### src/adcsc_consts.svh
`ifndef ADCSC_CONSTS_SVH
`define ADCSC_CONSTS_SVH

// Register byte offsets
`define ADCSC_OFF_MODE      6'h00
`define ADCSC_OFF_CHSEL     6'h04
`define ADCSC_OFF_RESULT    6'h08
`define ADCSC_OFF_IRQ_STAT  6'h0c
`define ADCSC_OFF_IRQ_CLR   6'h10
`define ADCSC_OFF_IRQ_EN    6'h14
`define ADCSC_OFF_STATUS    6'h18
`define ADCSC_OFF_HIST      6'h20

// Mode register fields
`define ADCSC_MODE_EN_BIT   0
`define ADCSC_MODE_ST_BIT   1
`define ADCSC_MODE_SEL_LO   2
`define ADCSC_MODE_SEL_HI   3

// Interrupt status bits
`define ADCSC_IRQ_END_BIT   0
`define ADCSC_IRQ_EARLY_BIT 1

// Reset values
`define ADCSC_MODE_RST      4'h0
`define ADCSC_CHSEL_RST     2'h0
`define ADCSC_IRQ_EN_RST    2'h0

// Timing
`define ADCSC_CLK_NS        8
`define ADCSC_SETTLE_NS     14000
`define ADCSC_SETTLE_CYC    ((`ADCSC_SETTLE_NS + `ADCSC_CLK_NS - 1) / `ADCSC_CLK_NS)
`define ADCSC_START_DLY_CYC 16
`define ADCSC_BIT_CYC_BASE  6'h04
`define ADCSC_RES_BITS      10

`endif

### src/adcsc_pkg.sv
package adcsc_pkg;

  // Conversion sequencer states
  typedef enum logic [1:0] {
    ADCSC_IDLE,
    ADCSC_DELAY,
    ADCSC_SAMPLE,
    ADCSC_CONVERT
  } adcsc_state_e;

  // Software-written converter control
  typedef struct packed {
    logic [1:0] speed;
    logic       start;
    logic       enable;
  } adcsc_mode_s;

  // Result waiting to be committed
  typedef struct packed {
    logic       valid;
    logic       early;
    logic [9:0] data;
  } adcsc_pend_s;

endpackage

### src/adcsc_hist_mem.sv
`timescale 1ns/10ps
// Per-channel result history, registered read port
module adcsc_hist_mem
(
  input  wire logic       core_clk,
  input  wire logic       rst,
  input  wire logic       wr_en,
  input  wire logic [1:0] wr_idx,
  input  wire logic [9:0] wr_data,
  input  wire logic [1:0] rd_idx,
  output logic      [9:0] rd_data
);

  logic [9:0] mem [0:3];

  ////////////////////////////////////////////////////////////////////////////
  // Storage array, no reset needed for data
  always_ff @(posedge core_clk)
  begin
    if (wr_en)
      mem[wr_idx] <= wr_data;
  end

  // Read data leaves through a flop
  always_ff @(posedge core_clk or posedge rst)
  begin
    if (rst)
      rd_data <= 10'h000;
    else
      rd_data <= mem[rd_idx];
  end

endmodule // adcsc_hist_mem

### src/adcsc_top.sv
`timescale 1ns/10ps
`include "adcsc_consts.svh"
// What this block does
// - Channel write never clears end flag
// - Old-channel result may land before rewrite
// - Start before settle flags first result
// - Result read during control write undefined
// - Sampling time follows mode; start delay
// - Sampling lasts one sixth of conversion
// - Result read finishes before new store
// - Control write at end suppresses result
module adcsc_top
(
  input  wire logic        core_clk,
  input  wire logic        rst,
  input  wire logic [5:0]  s_axi_awaddr,
  input  wire logic        s_axi_awvalid,
  output logic             s_axi_awready,
  input  wire logic [31:0] s_axi_wdata,
  input  wire logic [3:0]  s_axi_wstrb,
  input  wire logic        s_axi_wvalid,
  output logic             s_axi_wready,
  output logic [1:0]       s_axi_bresp,
  output logic             s_axi_bvalid,
  input  wire logic        s_axi_bready,
  input  wire logic [5:0]  s_axi_araddr,
  input  wire logic        s_axi_arvalid,
  output logic             s_axi_arready,
  output logic [31:0]      s_axi_rdata,
  output logic [1:0]       s_axi_rresp,
  output logic             s_axi_rvalid,
  input  wire logic        s_axi_rready,
  input  wire logic        cmp_in,
  output logic [1:0]       chan_sel,
  output logic             sample_en,
  output logic [9:0]       dac_code,
  output logic             conv_end_interrupt,
  output logic             irq
);

  // Bit-step length in cycles for a speed setting
  function automatic logic [5:0] bit_cyc(input logic [1:0] speed);
    bit_cyc = `ADCSC_BIT_CYC_BASE << speed;
  endfunction

  adcsc_pkg::adcsc_mode_s  converter_mode_reg, next_mode;
  adcsc_pkg::adcsc_pend_s  pend, next_pend;
  adcsc_pkg::adcsc_state_e state, next_state;
  logic [1:0]  channel_select_reg, next_chsel;
  logic [9:0]  conv_result_reg, next_result;
  logic [1:0]  irq_stat, next_irq_stat, irq_en, next_irq_en;
  logic        res_early, next_res_early, next_cei, next_irq;
  logic [5:0]  aw_addr, next_aw_addr, ar_addr, next_ar_addr;
  logic [31:0] w_data, next_w_data, next_rdata;
  logic        aw_held, next_aw_held, w_held, next_w_held;
  logic        next_bvalid, rd_wait, next_rd_wait, next_rvalid;
  logic [6:0]  cnt, next_cnt;
  logic [3:0]  bit_idx, next_bit_idx;
  logic [9:0]  next_dac;
  logic        next_sample;
  logic [10:0] settle_cnt, next_settle_cnt;
  logic        early_start, next_early_start;
  logic [9:0]  hist_rd;
  logic        wr_fire, ctl_wr, res_rd_busy, done_evt, commit;
  logic [9:0]  done_code;

  ////////////////////////////////////////////////////////////////////////////
  // Bus strobes shared by all groups
  assign wr_fire = aw_held && w_held && !s_axi_bvalid;
  assign ctl_wr = wr_fire && (aw_addr == `ADCSC_OFF_MODE ||
                              aw_addr == `ADCSC_OFF_CHSEL);
  // Result read is busy from address accept to data hand-off
  assign res_rd_busy =
    (s_axi_arvalid && s_axi_arready &&
     s_axi_araddr == `ADCSC_OFF_RESULT) ||
    ((rd_wait || s_axi_rvalid) && ar_addr == `ADCSC_OFF_RESULT);
  assign commit = pend.valid && !res_rd_busy;

  ////////////////////////////////////////////////////////////////////////////
  // AXI4-Lite slave: address and data taken in either order
  always_comb
  begin
    next_aw_held = aw_held;
    next_w_held  = w_held;
    next_aw_addr = aw_addr;
    next_w_data  = w_data;
    next_bvalid  = s_axi_bvalid;
    next_rd_wait = 1'b0;
    next_rvalid  = s_axi_rvalid;
    next_ar_addr = ar_addr;
    next_rdata   = s_axi_rdata;
    next_mode    = converter_mode_reg;
    next_chsel   = channel_select_reg;
    next_irq_en  = irq_en;
    if (s_axi_awvalid && s_axi_awready)
    begin
      next_aw_held = 1'b1;
      next_aw_addr = s_axi_awaddr;
    end
    if (s_axi_wvalid && s_axi_wready)
    begin
      next_w_held = 1'b1;
      next_w_data = s_axi_wdata;
    end
    if (wr_fire)
    begin
      next_aw_held = 1'b0;
      next_w_held  = 1'b0;
      next_bvalid  = 1'b1;
      // Only the low byte carries control bits
      if (s_axi_wstrb[0])
      begin
        case (aw_addr)
          `ADCSC_OFF_MODE:
            next_mode = w_data[`ADCSC_MODE_SEL_HI:`ADCSC_MODE_EN_BIT];
          `ADCSC_OFF_CHSEL:
            next_chsel = w_data[1:0];
          `ADCSC_OFF_IRQ_EN:
            next_irq_en = w_data[1:0];
          default:
            next_chsel = next_chsel;
        endcase
      end
    end
    if (s_axi_bvalid && s_axi_bready)
      next_bvalid = 1'b0;
    if (s_axi_arvalid && s_axi_arready)
    begin
      next_rd_wait = 1'b1;
      next_ar_addr = s_axi_araddr;
    end
    // Second stage: history memory data now valid
    if (rd_wait)
    begin
      next_rvalid = 1'b1;
      case (ar_addr)
        `ADCSC_OFF_MODE:     next_rdata = {28'h0, converter_mode_reg};
        `ADCSC_OFF_CHSEL:    next_rdata = {30'h0, channel_select_reg};
        `ADCSC_OFF_RESULT:   next_rdata = {22'h0, conv_result_reg};
        `ADCSC_OFF_IRQ_STAT: next_rdata = {30'h0, irq_stat};
        `ADCSC_OFF_IRQ_EN:   next_rdata = {30'h0, irq_en};
        `ADCSC_OFF_STATUS:
          next_rdata = {28'h0, res_early, settle_cnt ==
                        11'(`ADCSC_SETTLE_CYC), pend.valid,
                        state != adcsc_pkg::ADCSC_IDLE};
        `ADCSC_OFF_HIST, 6'h24, 6'h28, 6'h2c:
          next_rdata = {22'h0, hist_rd};
        default:             next_rdata = 32'h0;
      endcase
    end
    if (s_axi_rvalid && s_axi_rready)
      next_rvalid = 1'b0;
  end

  // Bus registers; unmapped reads return zero with OKAY
  always_ff @(posedge core_clk or posedge rst)
  begin
    if (rst)
    begin
      aw_held            <= 1'b0;
      w_held             <= 1'b0;
      aw_addr            <= 6'h00;
      w_data             <= 32'h0;
      s_axi_bvalid       <= 1'b0;
      rd_wait            <= 1'b0;
      s_axi_rvalid       <= 1'b0;
      ar_addr            <= 6'h00;
      s_axi_rdata        <= 32'h0;
      converter_mode_reg <= `ADCSC_MODE_RST;
      channel_select_reg <= `ADCSC_CHSEL_RST;
      irq_en             <= `ADCSC_IRQ_EN_RST;
    end
    else
    begin
      aw_held            <= next_aw_held;
      w_held             <= next_w_held;
      aw_addr            <= next_aw_addr;
      w_data             <= next_w_data;
      s_axi_bvalid       <= next_bvalid;
      rd_wait            <= next_rd_wait;
      s_axi_rvalid       <= next_rvalid;
      ar_addr            <= next_ar_addr;
      s_axi_rdata        <= next_rdata;
      converter_mode_reg <= next_mode;
      channel_select_reg <= next_chsel;
      irq_en             <= next_irq_en;
    end
  end

  assign s_axi_awready = !aw_held && !s_axi_bvalid;
  assign s_axi_wready  = !w_held && !s_axi_bvalid;
  assign s_axi_arready = !rd_wait && !s_axi_rvalid;
  assign s_axi_bresp   = 2'h0;
  assign s_axi_rresp   = 2'h0;

  adcsc_hist_mem u_hist
  (
    .core_clk (core_clk),
    .rst      (rst),
    .wr_en    (commit),
    .wr_idx   (channel_select_reg),
    .wr_data  (pend.data),
    .rd_idx   (next_ar_addr[3:2]), // Look up at accept, ready next cycle
    .rd_data  (hist_rd)
  );

  ////////////////////////////////////////////////////////////////////////////
  // Final code: last trial bit kept or dropped by the comparator
  assign done_code = cmp_in ? dac_code : (dac_code & ~10'h001);
  assign done_evt = state == adcsc_pkg::ADCSC_CONVERT &&
                    bit_idx == 4'h0 && cnt == 7'h00;

  // Sequencer: delay, sample for two bit-steps, then ten bit-steps
  always_comb
  begin
    next_state       = state;
    next_cnt         = cnt;
    next_bit_idx     = bit_idx;
    next_dac         = dac_code;
    next_early_start = early_start;
    next_settle_cnt  = settle_cnt;
    // Settle window restarts every time the converter is disabled
    if (!converter_mode_reg.enable)
      next_settle_cnt = 11'h000;
    else if (settle_cnt != 11'(`ADCSC_SETTLE_CYC))
      next_settle_cnt = settle_cnt + 11'h001;
    case (state)
      adcsc_pkg::ADCSC_IDLE:
        if (converter_mode_reg.start)
        begin
          next_state = adcsc_pkg::ADCSC_DELAY;
          next_cnt   = 7'(`ADCSC_START_DLY_CYC - 1);
          // Started too early or while disabled
          next_early_start = !converter_mode_reg.enable ||
            settle_cnt != 11'(`ADCSC_SETTLE_CYC);
        end
      adcsc_pkg::ADCSC_DELAY:
        if (cnt == 7'h00)
        begin
          next_state = adcsc_pkg::ADCSC_SAMPLE;
          next_cnt   = {bit_cyc(converter_mode_reg.speed), 1'b0} - 7'h01;
        end
        else
          next_cnt = cnt - 7'h01;
      adcsc_pkg::ADCSC_SAMPLE:
        if (cnt == 7'h00)
        begin
          next_state   = adcsc_pkg::ADCSC_CONVERT;
          next_bit_idx = 4'h9;
          next_dac     = 10'h200;
          next_cnt     = {1'b0, bit_cyc(converter_mode_reg.speed)} - 7'h01;
        end
        else
          next_cnt = cnt - 7'h01;
      adcsc_pkg::ADCSC_CONVERT:
        if (cnt != 7'h00)
          next_cnt = cnt - 7'h01;
        else if (bit_idx == 4'h0)
        begin
          // Continuous: the next sample follows at once
          next_state = adcsc_pkg::ADCSC_SAMPLE;
          next_cnt   = {bit_cyc(converter_mode_reg.speed), 1'b0} - 7'h01;
        end
        else
        begin
          next_bit_idx = bit_idx - 4'h1;
          next_dac     = (cmp_in ? dac_code : dac_code & ~(10'h001 << bit_idx))
                         | (10'h001 << (bit_idx - 4'h1));
          next_cnt     = {1'b0, bit_cyc(converter_mode_reg.speed)} - 7'h01;
        end
      default:
        next_state = adcsc_pkg::ADCSC_IDLE;
    endcase
    // Control rewrite restarts sampling on the new setting
    if (ctl_wr && state != adcsc_pkg::ADCSC_IDLE &&
        state != adcsc_pkg::ADCSC_DELAY)
    begin
      next_state = adcsc_pkg::ADCSC_SAMPLE;
      next_cnt   = {bit_cyc(next_mode.speed), 1'b0} - 7'h01;
    end
    if (!converter_mode_reg.start)
      next_state = adcsc_pkg::ADCSC_IDLE;
    next_sample = next_state == adcsc_pkg::ADCSC_SAMPLE;
  end

  // Sequencer registers
  always_ff @(posedge core_clk or posedge rst)
  begin
    if (rst)
    begin
      state       <= adcsc_pkg::ADCSC_IDLE;
      cnt         <= 7'h00;
      bit_idx     <= 4'h0;
      dac_code    <= 10'h000;
      sample_en   <= 1'b0;
      settle_cnt  <= 11'h000;
      early_start <= 1'b0;
    end
    else
    begin
      state       <= next_state;
      cnt         <= next_cnt;
      bit_idx     <= next_bit_idx;
      dac_code    <= next_dac;
      sample_en   <= next_sample;
      settle_cnt  <= next_settle_cnt;
      early_start <= next_early_start;
    end
  end

  ////////////////////////////////////////////////////////////////////////////
  // Result commit and interrupts; a set beats a same-cycle clear
  always_comb
  begin
    next_pend      = pend;
    next_result    = conv_result_reg;
    next_res_early = res_early;
    next_irq_stat  = irq_stat;
    next_cei       = 1'b0;
    if (commit)
    begin
      next_pend.valid = 1'b0;
      next_result     = pend.data;
      next_res_early  = pend.early;
      next_cei        = 1'b1;
    end
    // A control write at the very end drops the result
    if (done_evt && !ctl_wr)
      next_pend = '{valid: 1'b1, early: early_start, data: done_code};
    if (wr_fire && aw_addr == `ADCSC_OFF_IRQ_CLR && s_axi_wstrb[0])
      next_irq_stat = irq_stat & ~w_data[1:0];
    if (commit)
      next_irq_stat[`ADCSC_IRQ_END_BIT] = 1'b1;
    if (state == adcsc_pkg::ADCSC_IDLE && next_state ==
        adcsc_pkg::ADCSC_DELAY && next_early_start)
      next_irq_stat[`ADCSC_IRQ_EARLY_BIT] = 1'b1;
    next_irq = |(next_irq_stat & next_irq_en);
  end

  // Result and interrupt registers
  always_ff @(posedge core_clk or posedge rst)
  begin
    if (rst)
    begin
      pend               <= '0;
      conv_result_reg    <= 10'h000;
      res_early          <= 1'b0;
      irq_stat           <= 2'h0;
      conv_end_interrupt <= 1'b0;
      irq                <= 1'b0;
      chan_sel           <= `ADCSC_CHSEL_RST;
    end
    else
    begin
      pend               <= next_pend;
      conv_result_reg    <= next_result;
      res_early          <= next_res_early;
      irq_stat           <= next_irq_stat;
      conv_end_interrupt <= next_cei;
      irq                <= next_irq;
      chan_sel           <= next_chsel;
    end
  end

  ////////////////////////////////////////////////////////////////////////////
  // Checks
  logic [6:0] samp_len;
  always_ff @(posedge core_clk or posedge rst)
  begin
    if (rst)
      samp_len <= 7'h00;
    else
      samp_len <= sample_en ? samp_len + 7'h01 : 7'h00;
  end
endmodule // adcsc_top

### config.mk
export PLATFORM = sky130hd
export DESIGN_NAME = adcsc_top
export DESIGN_NICKNAME = d
export VERILOG_FILES = /design/src/adcsc_pkg.sv /design/src/adcsc_hist_mem.sv /design/src/adcsc_top.sv
export VERILOG_INCLUDE_DIRS = /design/src
export SDC_FILE = /design/constraint.sdc
export NUM_CORES = 1
export LEC_CHECK = 0
export ABC_AREA = 1
export BUFFER_PORTS_ARGS = -buffer_cell sky130_fd_sc_hd__buf_2
export CAP_MARGIN = 20
export CORE_ASPECT_RATIO = 1.5
export CORE_MARGIN = 3
export CORE_UTILIZATION = 45
export CTS_CLUSTER_DIAMETER = 40
export DETAILED_ROUTE_END_ITERATION = 16
export PLACE_DENSITY = 0.77
export SYNTH_ARGS = -nofsm -noshare
export SYNTH_HDL_FRONTEND = slang
export SYNTH_SLANG_ARGS = --single-unit
### constraint.sdc
create_clock -name core_clk -period 6.1 [get_ports core_clk]
set_input_delay 1.83 -clock core_clk [delete_from_list [all_inputs] [get_ports core_clk]]
set_output_delay 1.83 -clock core_clk [all_outputs]
set_load 0.02 [all_outputs]
==> out/metrics.cfg <==
[outcome]
status = complete, no violations

[synthesis]
ys_warn_count = 0
synth_cell_types = 42
ys_seq_elements = 152
yosysTopAreaCell = dfrtp_1
synth_area_sq_mm = 0.00709
synthCells = 767
syn_avg_cell_area_sq_um = 9.24
synth_seq_area_share_pct = 56.5
synth_top_area_share_pct = 39.6
yosys-top-cells-area = dfrtp_1 (40%), edfxtp_1 (17%), nand2_1 (9.0%)

[die]
core_sq_mm = 0.0153
initial_core_util_pct = 46.4
die_h_um = 160
fp-row-count = 55
ios = 112
die_area_sq_mm = 0.0173
die_x_um = 108

[worst_setup_path]
critical-path-top-delay-family = flip-flops
crit_chain = nor2_4, buf_2
required_ps = 4270
crit_path_end = s_axi_arready
cp-startpoint = rd_wait
cp-end-kind = output pin
slowest_delay_ps = 470
cpMaxStageDelayCell = dfrtp_1
crit_fanout = 7
crit_buf_inv = 1
regToRegStartpoint = ar_addr[5]
critical_path_arrival_ps = 1230
regToRegSetupSlack_ps = 3670
critical_path_class = reg2out
rr_endpoint = u_hist.mem[2][4]
worst_r2r_path_depth = 7
start_kind = register
cp_num_cells = 2

[global_routing]
grt_pass1_vias = 5208
grt_util_all_layers_pct = 17.4
grt_pass1_wl_mm = 24.2
grt_overflow = 0
grt_max_degree = 70
antenna_found_initial = 0

[sta]
layout_min_cycle_time_ps = 3060
rsz0062_at_grt = no
fmax_mhz = 327
fin_worst_skew_ps = 9.83
slew_headroom_pct = 41.7
finalHoldViolCount = 0
setup_viol = 0
tns_ps = 0
fin_crit_sh_pct = 50.1
drv_slew = 0
max_slew.worst_pin.slew_ps = 875

[route]
antenna_left = 0
viasPerCell = 5.03
drc = 0
vias = 5179
detail_route.wl_per_cell_um = 13.9
drt_wl_total_mm = 14.3
first_iter_violations = 259
drtPass1Iterations = 4

[clock_network]
htree_num_levels = 4
cts_tree = built
root_buffer = clkbuf_16
clk_pin_slew_ps = 60
clk_latency_ps = 420
cts_hold_buf = 0
clock_sinks = 152
numCtsBuffers = 17
post_cts_resize_count = 0
cts_max_path_buffers = 2
postCtsSetupRepairBufs = 0

[pwr]
p_leak_uw = 0.00375
p_total_uw = 3670
power_frac_clock_pct = 27.1
p_per_area_mw_per_mm2 = 461
switching_share_pct = 37.0
pwr-share-seq_pct = 43.5
p_switching_uw = 1350
combPwrFrac_pct = 29.4
p_int_uw = 2310
vdd_ir_drop_max_uv = 253

[layout]
area_delta_synth_final_pct = 12.2
reg_top3 = u_hist.mem (40), pend (12), settle_cnt (11)
regMostFlops = u_hist.mem
largest_reg_flops = 40
finish.net_count = 883
final_common_cell = nand2_1
drive_gt1_share_pct = 15.6
n_antenna_cell = 0
mostFrequentLayoutCells = nand2_1 (169), dfrtp_1 (112), nor2_1 (81)

[placement]
dp_hpwl_mm = 10.3
gp_congestion = 0.919
numPortBuffers = 54

[job]
maxCapViolations = 0

[hold_path]
min_path_type = reg2reg

==> worst min path at each step <==
stage	from	to	cells past startpoint
6_report	s_axi_rdata[6]	s_axi_rdata[6]	2
5_1_grt	s_axi_rdata[6]	s_axi_rdata[6]	2
4_1_cts	s_axi_rdata[2]	s_axi_rdata[2]	2
3_5_place_dp	s_axi_rdata[2]	s_axi_rdata[2]	2
3_3_place_gp	w_data[0]	converter_mode_reg[0]	2
2_1_floorplan	pend[10]	res_early	2
==> routing by layer <==
layer | up-vias | wire, um | track usage [%] | share of wire (%)
met4 | 0 | 360 | 7.52 | 2.5
met3 | 28 | 552 | 4.45 | 3.9
met1 | 2458 | 5750 | 19.9 | 40
met2 | 120 | 7610 | 30.4 | 53
li1 | 2573 | - | - | -
met5 | - | 0 | 0 | 0
==> cell usage after synthesis (all sizes together) <==
| cell | instances |
|---|---|
| nand3 | 49 |
| and2 | 1 |
| a22oi | 7 |
| inv | 77 |
| dfrtp | 112 |
| nor2 | 89 |
| o211ai | 2 |
| o31ai | 2 |
| a31oi | 1 |
| nand2 | 175 |
| clkbuf | 2 |
| o22ai | 14 |
| nand3b | 1 |
| nor3 | 19 |
| a21oi | 20 |
| nand4 | 8 |
| edfxtp | 40 |
| buf | 50 |
| mux2 | 3 |
| o21a | 1 |
| o21ai | 79 |
| conb | 1 |
| xor2 | 3 |
| ha | 9 |
| xnor2 | 2 |
==> stage by stage <==
step	std cells	setup slack, ps	area (sq um)	utilization (%)	hold slack (ps)
floorplan	792	1310	7180	-	442
global placement	998	2720	7380	48.3	462
detailed placement	998	2660	7380	48.3	461
CTS	1030	3010	7950	52.0	478
global route	1030	2960	7950	52.0	496
finish	1030	3040	7950	52.0	476
==> power groups by stage <==
stage | logic (uW) | clock network [uW] | registers (uW)
after global routing | 1230 | 1060 | 1640
after CTS | 1090 | 1010 | 1600
final | 1080 | 994 | 1590
after detailed placement | 1080 | 0 | 1610
after floorplan | 835 | 0 | 1590
after global placement | 1040 | 0 | 1600
==> final cells by class <==
cell class,instances,area [sq um]
clock buffer,22,475
clock inverter,10,92.6
fill,1399,7330
inverter,77,294
multi-input combinational,511,2520
sequential,152,4000
tap,199,249
timing repair buffer,59,308
==> cells by family (layout without fill, tap and decap cells) <==
group / Yosys count / after routing / synth area share, %
compound gates: 126 / 126 / 9.91
xor+xnor: 5 / 5 / 0.724
fa+ha+maj: 9 / 9 / 1.59
buf+inv: 129 / 168 / 9.18
flops: 152 / 152 / 56.5
mux: 3 / 3 / 0.477
other cells: 1 / 26 / 0.0529
simple gates: 342 / 342 / 21.6
==> worst min-delay path, delay by kind of cell (launching register included) <==
kind / cells / cell delay [ps]
AO/OA/AOI/OAI: 1 / 60
flip-flops: 1 / 340
AND/OR/NAND/NOR: 1 / 50
(Power assumes the default switching activity.)
